===== src/design/ric_pkg.sv =====
// package: constants for the reset and interrupt controller
package ric_pkg;
  localparam logic [15:0] VEC_RESET = 16'h1FFE;
  localparam logic [15:0] VEC_TRAP = 16'h1FFC;
  localparam logic [15:0] VEC_EXT = 16'h1FFA;
  localparam logic [15:0] VEC_CTIM = 16'h1FF8;
  localparam logic [15:0] VEC_LVI = 16'h1FF6;
  localparam logic [15:0] VEC_T16 = 16'h1FF4;
  localparam logic [15:0] VEC_KEY = 16'h1FF2;
  localparam logic [15:0] WDOG_ADDR = 16'h1FF0;
  localparam logic [15:0] RAM_LO = 16'h0080;
  localparam logic [15:0] RAM_HI = 16'h00FF;
  localparam logic [15:0] EE_LO = 16'h0100;
  localparam logic [15:0] EE_HI = 16'h019F;
  localparam logic [15:0] ROM_LO = 16'h0800;
  localparam logic [15:0] EPROM_LO = 16'h0700;
  localparam logic [15:0] PROG_HI = 16'h1FFF;
  localparam logic [7:0] CT_MAX = 8'hFF;
  // register addresses on the plain port
  localparam logic [3:0] A_CTRL = 4'h0;
  localparam logic [3:0] A_EN = 4'h1;
  localparam logic [3:0] A_FLAG = 4'h2;
  localparam logic [3:0] A_CT = 4'h3;
  localparam logic [3:0] A_STAT = 4'h4;
  // control bits
  localparam int B_EXT_LEVEL = 0;
  localparam int B_WD_EN = 1;
  localparam int B_LVI_CLR = 2;
  localparam int B_WD_SVC = 3;
  localparam int B_PROG_PART = 4;
  localparam logic [7:0] RTI_DIV_DEF = 8'h10;
  localparam int NSRC = 5;
  localparam int PORL_CYCLES = 4064;
  localparam int WDOG_CYCLES = 65536;
  localparam int RST_MIN_CYC = 2;
  typedef enum logic [1:0] {ST_RESET, ST_RUN} ric_state_t;
endpackage


===== src/design/ric_top.sv =====
// reset and interrupt controller top
`timescale 1ns/1ps
module ric_top #(
  parameter int PORL_CYC = ric_pkg::PORL_CYCLES,
  parameter int WDOG_CYC = ric_pkg::WDOG_CYCLES,
  parameter bit MASK_WD_EN = 1'b1
) (
  // clock and reset
  input wire logic REF_CLK,
  input wire logic SYS_RST,
  // pins
  input wire logic RESET_N_PIN,
  input wire logic EXT_INT_N_PIN,
  input wire logic LOW_VOLT_N_PIN,
  // peripheral flags
  input wire logic T16_FLAG,
  input wire logic KEY_FLAG,
  // core interface
  input wire logic OP_FETCH,
  input wire logic [15:0] FETCH_ADDR,
  input wire logic INSTR_DONE,
  input wire logic TRAP_EXEC,
  input wire logic RETURN_EXEC,
  input wire logic STACKED_MASK,
  input wire logic MASK_CLEAR,
  input wire logic MASK_SET,
  input wire logic MEM_WR,
  input wire logic [15:0] MEM_ADDR,
  input wire logic [7:0] MEM_WDATA,
  output logic CORE_RST,
  output logic INT_TAKE,
  output logic [15:0] VECTOR,
  output logic MASK_BIT,
  output logic WD_RESET_FLAG,
  // register port
  input wire logic [3:0] REG_ADDR,
  input wire logic [7:0] REG_WDATA,
  input wire logic REG_WR,
  input wire logic REG_RD,
  output logic [7:0] REG_RDATA
);
  // ************************************************
  // pin synchronisers
  // ************************************************
  logic [2:0] s1_q, s2_q, s1_d, s2_d;
  always_comb begin
    s1_d = {LOW_VOLT_N_PIN, EXT_INT_N_PIN, RESET_N_PIN};
    s2_d = s1_q;
  end
  always_ff @(posedge REF_CLK) begin
    s1_q <= s1_d;
    s2_q <= s2_d;
  end
  logic rst_pin_lo, ext_lo, lvi_lo;
  assign rst_pin_lo = ~s2_q[0];
  assign ext_lo = ~s2_q[1];
  assign lvi_lo = ~s2_q[2];

  function automatic logic legal_fetch(input logic [15:0] a,
                                       input logic prog);
    logic lo_ok;
    lo_ok = prog ? (a >= ric_pkg::EPROM_LO) : (a >= ric_pkg::ROM_LO);
    legal_fetch = (a >= ric_pkg::RAM_LO && a <= ric_pkg::RAM_HI) ||
                  (a >= ric_pkg::EE_LO && a <= ric_pkg::EE_HI) ||
                  (lo_ok && a <= ric_pkg::PROG_HI);
  endfunction

  // ************************************************
  // reset sequencing
  // ************************************************
  ric_pkg::ric_state_t st_q, st_d;
  logic [31:0] por_q, por_d;
  logic [31:0] wd_q, wd_d;
  logic [1:0] plo_q, plo_d;
  logic illegal_q, illegal_d;
  logic wdr_q, wdr_d;
  logic wd_exp, pin_rst, hard_rst;
  logic [7:0] ctrl_q, ctrl_d;
  logic wd_on;
  assign wd_on = ctrl_q[ric_pkg::B_PROG_PART] ?
                 ctrl_q[ric_pkg::B_WD_EN] : MASK_WD_EN;
  assign pin_rst = (plo_q >= ric_pkg::RST_MIN_CYC[1:0]);
  assign wd_exp = wd_on && (wd_q >= WDOG_CYC - 1);
  assign hard_rst = SYS_RST | pin_rst | (por_q != 32'h0);
  always_comb begin
    plo_d = rst_pin_lo ?
            ((plo_q == 2'h3) ? plo_q : plo_q + 2'h1) : 2'h0;
    por_d = (por_q != 32'h0) ? por_q - 32'h1 : por_q;
    wd_d = wd_q + 32'h1;
    if (MEM_WR && MEM_ADDR == ric_pkg::WDOG_ADDR &&
        !MEM_WDATA[0]) begin
      wd_d = 32'h0;
    end
    if (wd_exp || CORE_RST) begin
      wd_d = 32'h0;
    end
    illegal_d = OP_FETCH && !legal_fetch(FETCH_ADDR,
                ctrl_q[ric_pkg::B_PROG_PART]);
    wdr_d = wd_exp ? 1'b1 : (hard_rst ? 1'b0 : wdr_q);
    st_d = (hard_rst || rst_pin_lo || wd_exp || illegal_q) ?
           ric_pkg::ST_RESET : ric_pkg::ST_RUN;
  end
  always_ff @(posedge REF_CLK) begin
    if (SYS_RST) begin
      por_q <= PORL_CYC[31:0];
      plo_q <= 2'h0;
      wd_q <= 32'h0;
      illegal_q <= 1'b0;
      wdr_q <= 1'b0;
      st_q <= ric_pkg::ST_RESET;
    end else begin
      por_q <= por_d;
      plo_q <= plo_d;
      wd_q <= wd_d;
      illegal_q <= illegal_d;
      wdr_q <= wdr_d;
      st_q <= st_d;
    end
  end
  assign CORE_RST = (st_q == ric_pkg::ST_RESET);
  assign WD_RESET_FLAG = wdr_q;

  // ************************************************
  // core timer
  // ************************************************
  logic [7:0] ct_q, ct_d, rdiv_q, rdiv_d, rcnt_q, rcnt_d;
  logic rtf_q, rtf_d, ovf_q, ovf_d;
  logic [7:0] en_q, en_d;
  logic [7:0] fclr;
  assign fclr = (REG_WR && REG_ADDR == ric_pkg::A_FLAG) ?
                REG_WDATA : 8'h00;
  always_comb begin
    ct_d = ct_q + 8'h01;
    rcnt_d = rcnt_q + 8'h01;
    rtf_d = rtf_q & ~fclr[1];
    ovf_d = ovf_q & ~fclr[2];
    if (rcnt_q >= rdiv_q) begin
      rcnt_d = 8'h00;
      if (en_q[1]) begin
        rtf_d = 1'b1;
      end
    end
    if (ct_q == ric_pkg::CT_MAX && en_q[2]) begin
      ovf_d = 1'b1;
    end
    rdiv_d = (REG_WR && REG_ADDR == ric_pkg::A_CT) ? REG_WDATA : rdiv_q;
  end
  always_ff @(posedge REF_CLK) begin
    if (SYS_RST) begin
      ct_q <= 8'h00;
      rcnt_q <= 8'h00;
      rtf_q <= 1'b0;
      ovf_q <= 1'b0;
      rdiv_q <= ric_pkg::RTI_DIV_DEF;
    end else begin
      ct_q <= ct_d;
      rcnt_q <= rcnt_d;
      rtf_q <= rtf_d;
      ovf_q <= ovf_d;
      rdiv_q <= rdiv_d;
    end
  end

  // ************************************************
  // external and low-voltage latches
  // ************************************************
  logic ext_prev_q, ext_lat_q, ext_lat_d;
  logic lvi_prev_q, lvi_lat_q, lvi_lat_d;
  logic ext_fall, lvi_edge, ext_ack;
  assign ext_fall = ext_lo && !ext_prev_q;
  assign lvi_edge = (lvi_lo != lvi_prev_q) && !CORE_RST;
  always_comb begin
    ext_lat_d = ext_fall | (ext_lat_q & ~ext_ack & ~fclr[0]);
    lvi_lat_d = lvi_edge |
                (lvi_lat_q & ~ctrl_q[ric_pkg::B_LVI_CLR]);
  end
  always_ff @(posedge REF_CLK) begin
    if (SYS_RST) begin
      ext_prev_q <= 1'b0;
      ext_lat_q <= 1'b0;
      lvi_prev_q <= 1'b0;
      lvi_lat_q <= 1'b0;
    end else begin
      ext_prev_q <= ext_lo;
      ext_lat_q <= ext_lat_d;
      lvi_prev_q <= lvi_lo;
      lvi_lat_q <= lvi_lat_d;
    end
  end

  // ************************************************
  // requests, priority and mask
  // ************************************************
  logic [ric_pkg::NSRC-1:0] flag, req;
  logic ext_req;
  assign ext_req = ext_lat_q |
                   (ctrl_q[ric_pkg::B_EXT_LEVEL] & ext_lo);
  assign flag = {KEY_FLAG, T16_FLAG, lvi_lat_q,
                 (rtf_q & en_q[1]) | (ovf_q & en_q[2]),
                 ext_req};
  genvar g;
  generate
    for (g = 0; g < ric_pkg::NSRC; g++) begin : g_req
      localparam int EI = (g == 1) ? 1 : ((g == 0) ? 0 : g + 1);
      if (g == 1) begin : g_ct
        assign req[g] = flag[g];
      end else begin : g_o
        assign req[g] = flag[g] & en_q[EI];
      end
    end
  endgenerate
  logic mask_q, mask_d, take;
  logic [15:0] vec_q, vec_d;
  always_comb begin
    vec_d = vec_q;
    take = 1'b0;
    if (INSTR_DONE) begin
      if (TRAP_EXEC && (mask_q || req == '0)) begin
        take = 1'b1;
        vec_d = ric_pkg::VEC_TRAP;
      end else if (!mask_q && req != '0) begin
        take = 1'b1;
        if (req[0]) vec_d = ric_pkg::VEC_EXT;
        else if (req[1]) vec_d = ric_pkg::VEC_CTIM;
        else if (req[2]) vec_d = ric_pkg::VEC_LVI;
        else if (req[3]) vec_d = ric_pkg::VEC_T16;
        else vec_d = ric_pkg::VEC_KEY;
      end
    end
    mask_d = mask_q;
    if (MASK_CLEAR) mask_d = 1'b0;
    if (RETURN_EXEC) mask_d = STACKED_MASK;
    if (MASK_SET || take) mask_d = 1'b1;
    if (CORE_RST) begin
      mask_d = 1'b1;
      vec_d = ric_pkg::VEC_RESET;
    end
  end
  assign ext_ack = take && vec_d == ric_pkg::VEC_EXT;
  always_ff @(posedge REF_CLK) begin
    if (SYS_RST) begin
      mask_q <= 1'b1;
      vec_q <= ric_pkg::VEC_RESET;
      INT_TAKE <= 1'b0;
    end else begin
      mask_q <= mask_d;
      vec_q <= vec_d;
      INT_TAKE <= take;
    end
  end
  assign VECTOR = vec_q;
  assign MASK_BIT = mask_q;

  // ************************************************
  // register port
  // ************************************************
  logic [7:0] rd_d, rd_q;
  always_comb begin
    ctrl_d = ctrl_q;
    ctrl_d[ric_pkg::B_LVI_CLR] = 1'b0;
    if (REG_WR && REG_ADDR == ric_pkg::A_CTRL) ctrl_d = REG_WDATA;
    en_d = en_q;
    if (REG_WR && REG_ADDR == ric_pkg::A_EN) en_d = REG_WDATA;
    if (hard_rst) en_d = 8'h00;
    unique case (REG_ADDR)
      ric_pkg::A_CTRL: rd_d = ctrl_q & ~8'h04;
      ric_pkg::A_EN: rd_d = en_q;
      ric_pkg::A_FLAG: rd_d = {3'h0, lvi_lat_q, 1'b0, ovf_q, rtf_q,
                               ext_lat_q};
      ric_pkg::A_CT: rd_d = ct_q;
      ric_pkg::A_STAT: rd_d = {5'h00, wdr_q, mask_q, s2_q[2]};
      default: rd_d = 8'h00;
    endcase
    if (!REG_RD) rd_d = 8'h00;
  end
  always_ff @(posedge REF_CLK) begin
    if (SYS_RST) begin
      ctrl_q <= 8'h00;
      en_q <= 8'h00;
      rd_q <= 8'h00;
    end else begin
      ctrl_q <= ctrl_d;
      en_q <= en_d;
      rd_q <= rd_d;
    end
  end
  assign REG_RDATA = rd_q;
endmodule


===== config.mk =====
export PLATFORM = sky130hd
export DESIGN_NAME = ric_top
export DESIGN_NICKNAME = d
export VERILOG_FILES = /design/src/design/ric_pkg.sv /design/src/design/ric_top.sv
export SDC_FILE = /design/constraint.sdc
export NUM_CORES = 1
export LEC_CHECK = 0
export ABC_AREA = 1
export BUFFER_PORTS_ARGS = -buffer_cell sky130_fd_sc_hd__buf_2
export CORE_MARGIN = 8
export CORE_UTILIZATION = 25
export CTS_BUF_LIST = sky130_fd_sc_hd__clkbuf_2
export CTS_CLUSTER_SIZE = 20
export DETAILED_ROUTE_END_ITERATION = 12
export GPL_TIMING_DRIVEN = 0
export HOLD_SLACK_MARGIN = 0.06
export PLACE_DENSITY = 0.42
export SKIP_CTS_REPAIR_TIMING = 1
export SLEW_MARGIN = 40
export SYNTH_ARGS = -nofsm -noshare
export SYNTH_HDL_FRONTEND = slang
export SYNTH_SLANG_ARGS = --single-unit
export TNS_END_PERCENT = 5

===== constraint.sdc =====
create_clock -name REF_CLK -period 1.95 [get_ports REF_CLK]
set_input_delay 0.0975 -clock REF_CLK [delete_from_list [all_inputs] [get_ports REF_CLK]]
set_output_delay 0.0975 -clock REF_CLK [all_outputs]
set_load 0.1 [all_outputs]

==> results.json <==
{
  "status": "finished, final reports clean",
  "synth_fp_nets": 1047,
  "synth.cell_area_mm2": 0.00688,
  "initialDrtViolationCount": 348,
  "fin_crit_sh": 0.996,
  "dr.pass1.iters": 5,
  "placed_area_mm2": 0.00772,
  "arrival_ns": 2.60,
  "start_util": 0.255,
  "fin_skew_ns": 0.0698,
  "cp_slowest_cell": "dlygate4sd3_1",
  "cpLargestDelayFamily": "buffers and inverters",
  "use_met2": 0.194,
  "fin_nets": 1208,
  "grt.busiest_layer": "met2",
  "ioPinCount": 97,
  "clk_latency_ns": 0.73,
  "setup_ws_ns": 0.00791,
  "hold_violations": 0,
  "power_leakage_nw": 3.42,
  "regArea_mm2": 0.00295,
  "worstPathCellList": "buf_2 > dlygate4sd3_1 > nor2_1 > nand2_1 > dlygate4sd3_1 > o221ai_1 > a21oi_1 > nor2_1 > dlygate4sd3_1",
  "layout.cells.non_filler": 1479,
  "cp-end-kind": "register",
  "dpl.hpwl_um": 15600,
  "vias": 6443,
  "drcViolationCount": 0,
  "fp.dieW_um": 182,
  "die_area_mm2": 0.0331,
  "core_mm2": 0.0270,
  "cts_buffer_depth": 2,
  "antenna_found_initial": 1,
  "pwr-share-seq": 0.572,
  "cp-start-kind": "input pin",
  "numPlacedInstances": 1388,
  "place_congestion": 0.832,
  "clkPwrFrac": 0.347,
  "yosysWarnings": 0,
  "drtAntennaViolNets": 0,
  "hold_class": "input pin to register",
  "synthTopCellsByArea": "dfxtp_1 (43%), nand2_1 (13%), nor2_1 (10%), inv_1 (4.7%), a21oi_1 (4.7%)",
  "row_count": 60,
  "grt_max_degree": 17,
  "whs_ns": 0.102,
  "ys.flop_type": "dfxtp_1",
  "fin_area_mm2": 0.00862,
  "critPathKind": "input pin to register",
  "async_flop_share": 0,
  "slew_headroom": 0.538,
  "cts_root_buf": "clkbuf_2",
  "track_usage": 0.120,
  "synth_edf_count": 0,
  "fillers": 2945,
  "seq_area_frac_synth": 0.428,
  "vdd_drop_max_v": 0.000246,
  "finalSetupViolations": 0,
  "grt_pass1_wl_um": 31500,
  "p_comb_frac": 0.081,
  "critical_path.most_common_cell": "dlygate4sd3_1",
  "finalMaxSlewViolations": 0,
  "met3_usage": 0.0297,
  "cts_buffers": 17,
  "dp_slack_ns": -0.0581,
  "rsz0062_at_grt": "no",
  "routed_wl_um": 20300,
  "worstPathMaxFanout": 3,
  "critical-path-max-stage-delay_ns": 0.62,
  "ys_seq_elements": 147,
  "avgSynthCellArea_um2": 7.13,
  "yosys.area.top_type": "dfxtp_1",
  "worstPathRequired_ns": 2.61,
  "fin_setup_tns_ns": 0,
  "fmaxAchievable_ghz": 0.515,
  "overflow": 0,
  "multi_input_area_mm2": 0.00353,
  "grt_pass1_vias": 6055,
  "cts_tree": "done",
  "swShare": 0.285,
  "cap_viol_max_count": 0,
  "powerDensity_mw_per_mm2": 632,
  "synth_top_area_frac": 0.428,
  "finalCriticalPeriod_ns": 1.94,
  "die_h_um": 182,
  "clkSinkCount": 147,
  "crit_buf_inv": 4,
  "cts_max_level": 4,
  "syn_inst": 964,
  "drive_gt1_frac": 0.138,
  "routed_via_density": 4.36,
  "met1_usage": 0.156,
  "worstMarginPinSlew_ns": 0.693,
  "clk_pin_slew_ns": 0.23,
  "area_delta_synth_final_pct": 25.4,
  "wl_per_cell_um": 13.7,
  "port_buffers": 83,
  "synth_cell_type_count": 40,
  "p_int_w": 0.00390,
  "p_sw_w": 0.00155
}
cell families after synthesis:
group	after synthesis	share of synthesized area
flip-flops	147	0.428
XOR/XNOR	49	0.0624
AND/OR/NAND/NOR	538	0.335
AO/OA/AOI/OAI	107	0.0830
adder cells (fa/ha/maj)	14	0.0255
buffers and inverters	109	0.0662
per-layer routing:
layer  routed length, um  vias up
met3                 884       17
met4                 243        0
li1                    -     3399
met2                9140      125
met1               10000     2902
met5                   0        -
area by class of cell:
| cell class | instances | share of cell area |
|---|---|---|
| multi-input combinational | 708 | 0.410 |
| sequential | 147 | 0.342 |
| timing repair buffer | 142 | 0.116 |
| tap | 341 | 0.0495 |
| inverter | 90 | 0.0392 |
| clock inverter | 14 | 0.0197 |
| buffer | 19 | 0.0136 |
| clock buffer | 17 | 0.00987 |
| antenna | 1 | 0.000290 |
power by group through the flow:
stage | Combinational (W) | Sequential [W] | Clock [W]
after floorplan | 0.000218 | 0.00317 | 0
final | 0.000443 | 0.00312 | 0.00189
after global placement | 0.000365 | 0.00318 | 0
after global routing | 0.000504 | 0.00313 | 0.00208
after CTS | 0.000367 | 0.00312 | 0.00199
after detailed placement | 0.000365 | 0.00318 | 0
worst reg2reg max path, cell delays in order, from the launching register on:
cell           delay [ns]
dfxtp_1              0.44
nand3_1              0.08
dlygate4sd3_1        0.57
a21oi_1              0.17
dlygate4sd3_1        0.57
flip-flops by register name, summed over array words and instances (netlist names), 2 cells and up:
signal     flops
por_q         32
wd_q          32
VECTOR        16
REG_RDATA      8
ct_q           8
ctrl_q         8
en_q           8
rcnt_q         8
rdiv_q         8
s1_q           3
s2_q           3
plo_q          2
cells in the mapped netlist (2+ instances only):
library cell and n:
nand2_1 230, nor3_1 24, buf_1 3, xnor2_1 31
nand4_1 12, nor2_2 2, a211oi_1 2, buf_2 4
ha_1 14, nor3_2 4, clkinv_1 2, inv_1 86
or2_0 2, nand2_4 2, xor2_1 18, or2_2 3
nor2_1 191, o221ai_1 3, inv_2 2, nor2_8 2
a21oi_1 64, nor3b_1 2, dfxtp_1 147, nand3_2 2
nor2_4 2, o21ai_0 32, buf_6 5, nand3_1 53
clkbuf_1 6, nand3b_1 4
metrics by stage:
stage	utilization	power (W)
after floorplan	-	0.00339
after global placement	0.286	0.00354
after detailed placement	0.286	0.00354
after CTS	0.296	0.00548
after global routing	0.320	0.00571
final	0.320	0.00545
final timing paths:
path,from,endpoint,slack [ns],depth (start not counted)
worst max-delay path,REG_ADDR[0],REG_RDATA[4]$_SDFF_PP0_,0.008,9
worst min-delay path,SYS_RST,WD_RESET_FLAG$_SDFFE_PP0P_,0.10,4
worst max register to register,rtf_q$_SDFF_PP0_,REG_RDATA[1]$_SDFF_PP0_,0.08,4
worst min register to register,s1_q[1]$_DFF_P_,s2_q[1]$_DFF_P_,0.35,0
placed cells by master, fill, tap and decap left out, types with 17 or more instances in the layout:
| master | n |
|---|---|
| xor2_1 | 18 |
| a21oi_1 | 64 |
| nand3_1 | 53 |
| nor2_1 | 190 |
| clkbuf_2 | 17 |
| dfxtp_1 | 145 |
| o21ai_0 | 32 |
| inv_1 | 85 |
| dlygate4sd3_1 | 57 |
| buf_2 | 87 |
| nand2_1 | 228 |
| nor3_1 | 24 |
| xnor2_1 | 31 |
Note: power is estimated with default switching activity, not from simulation.
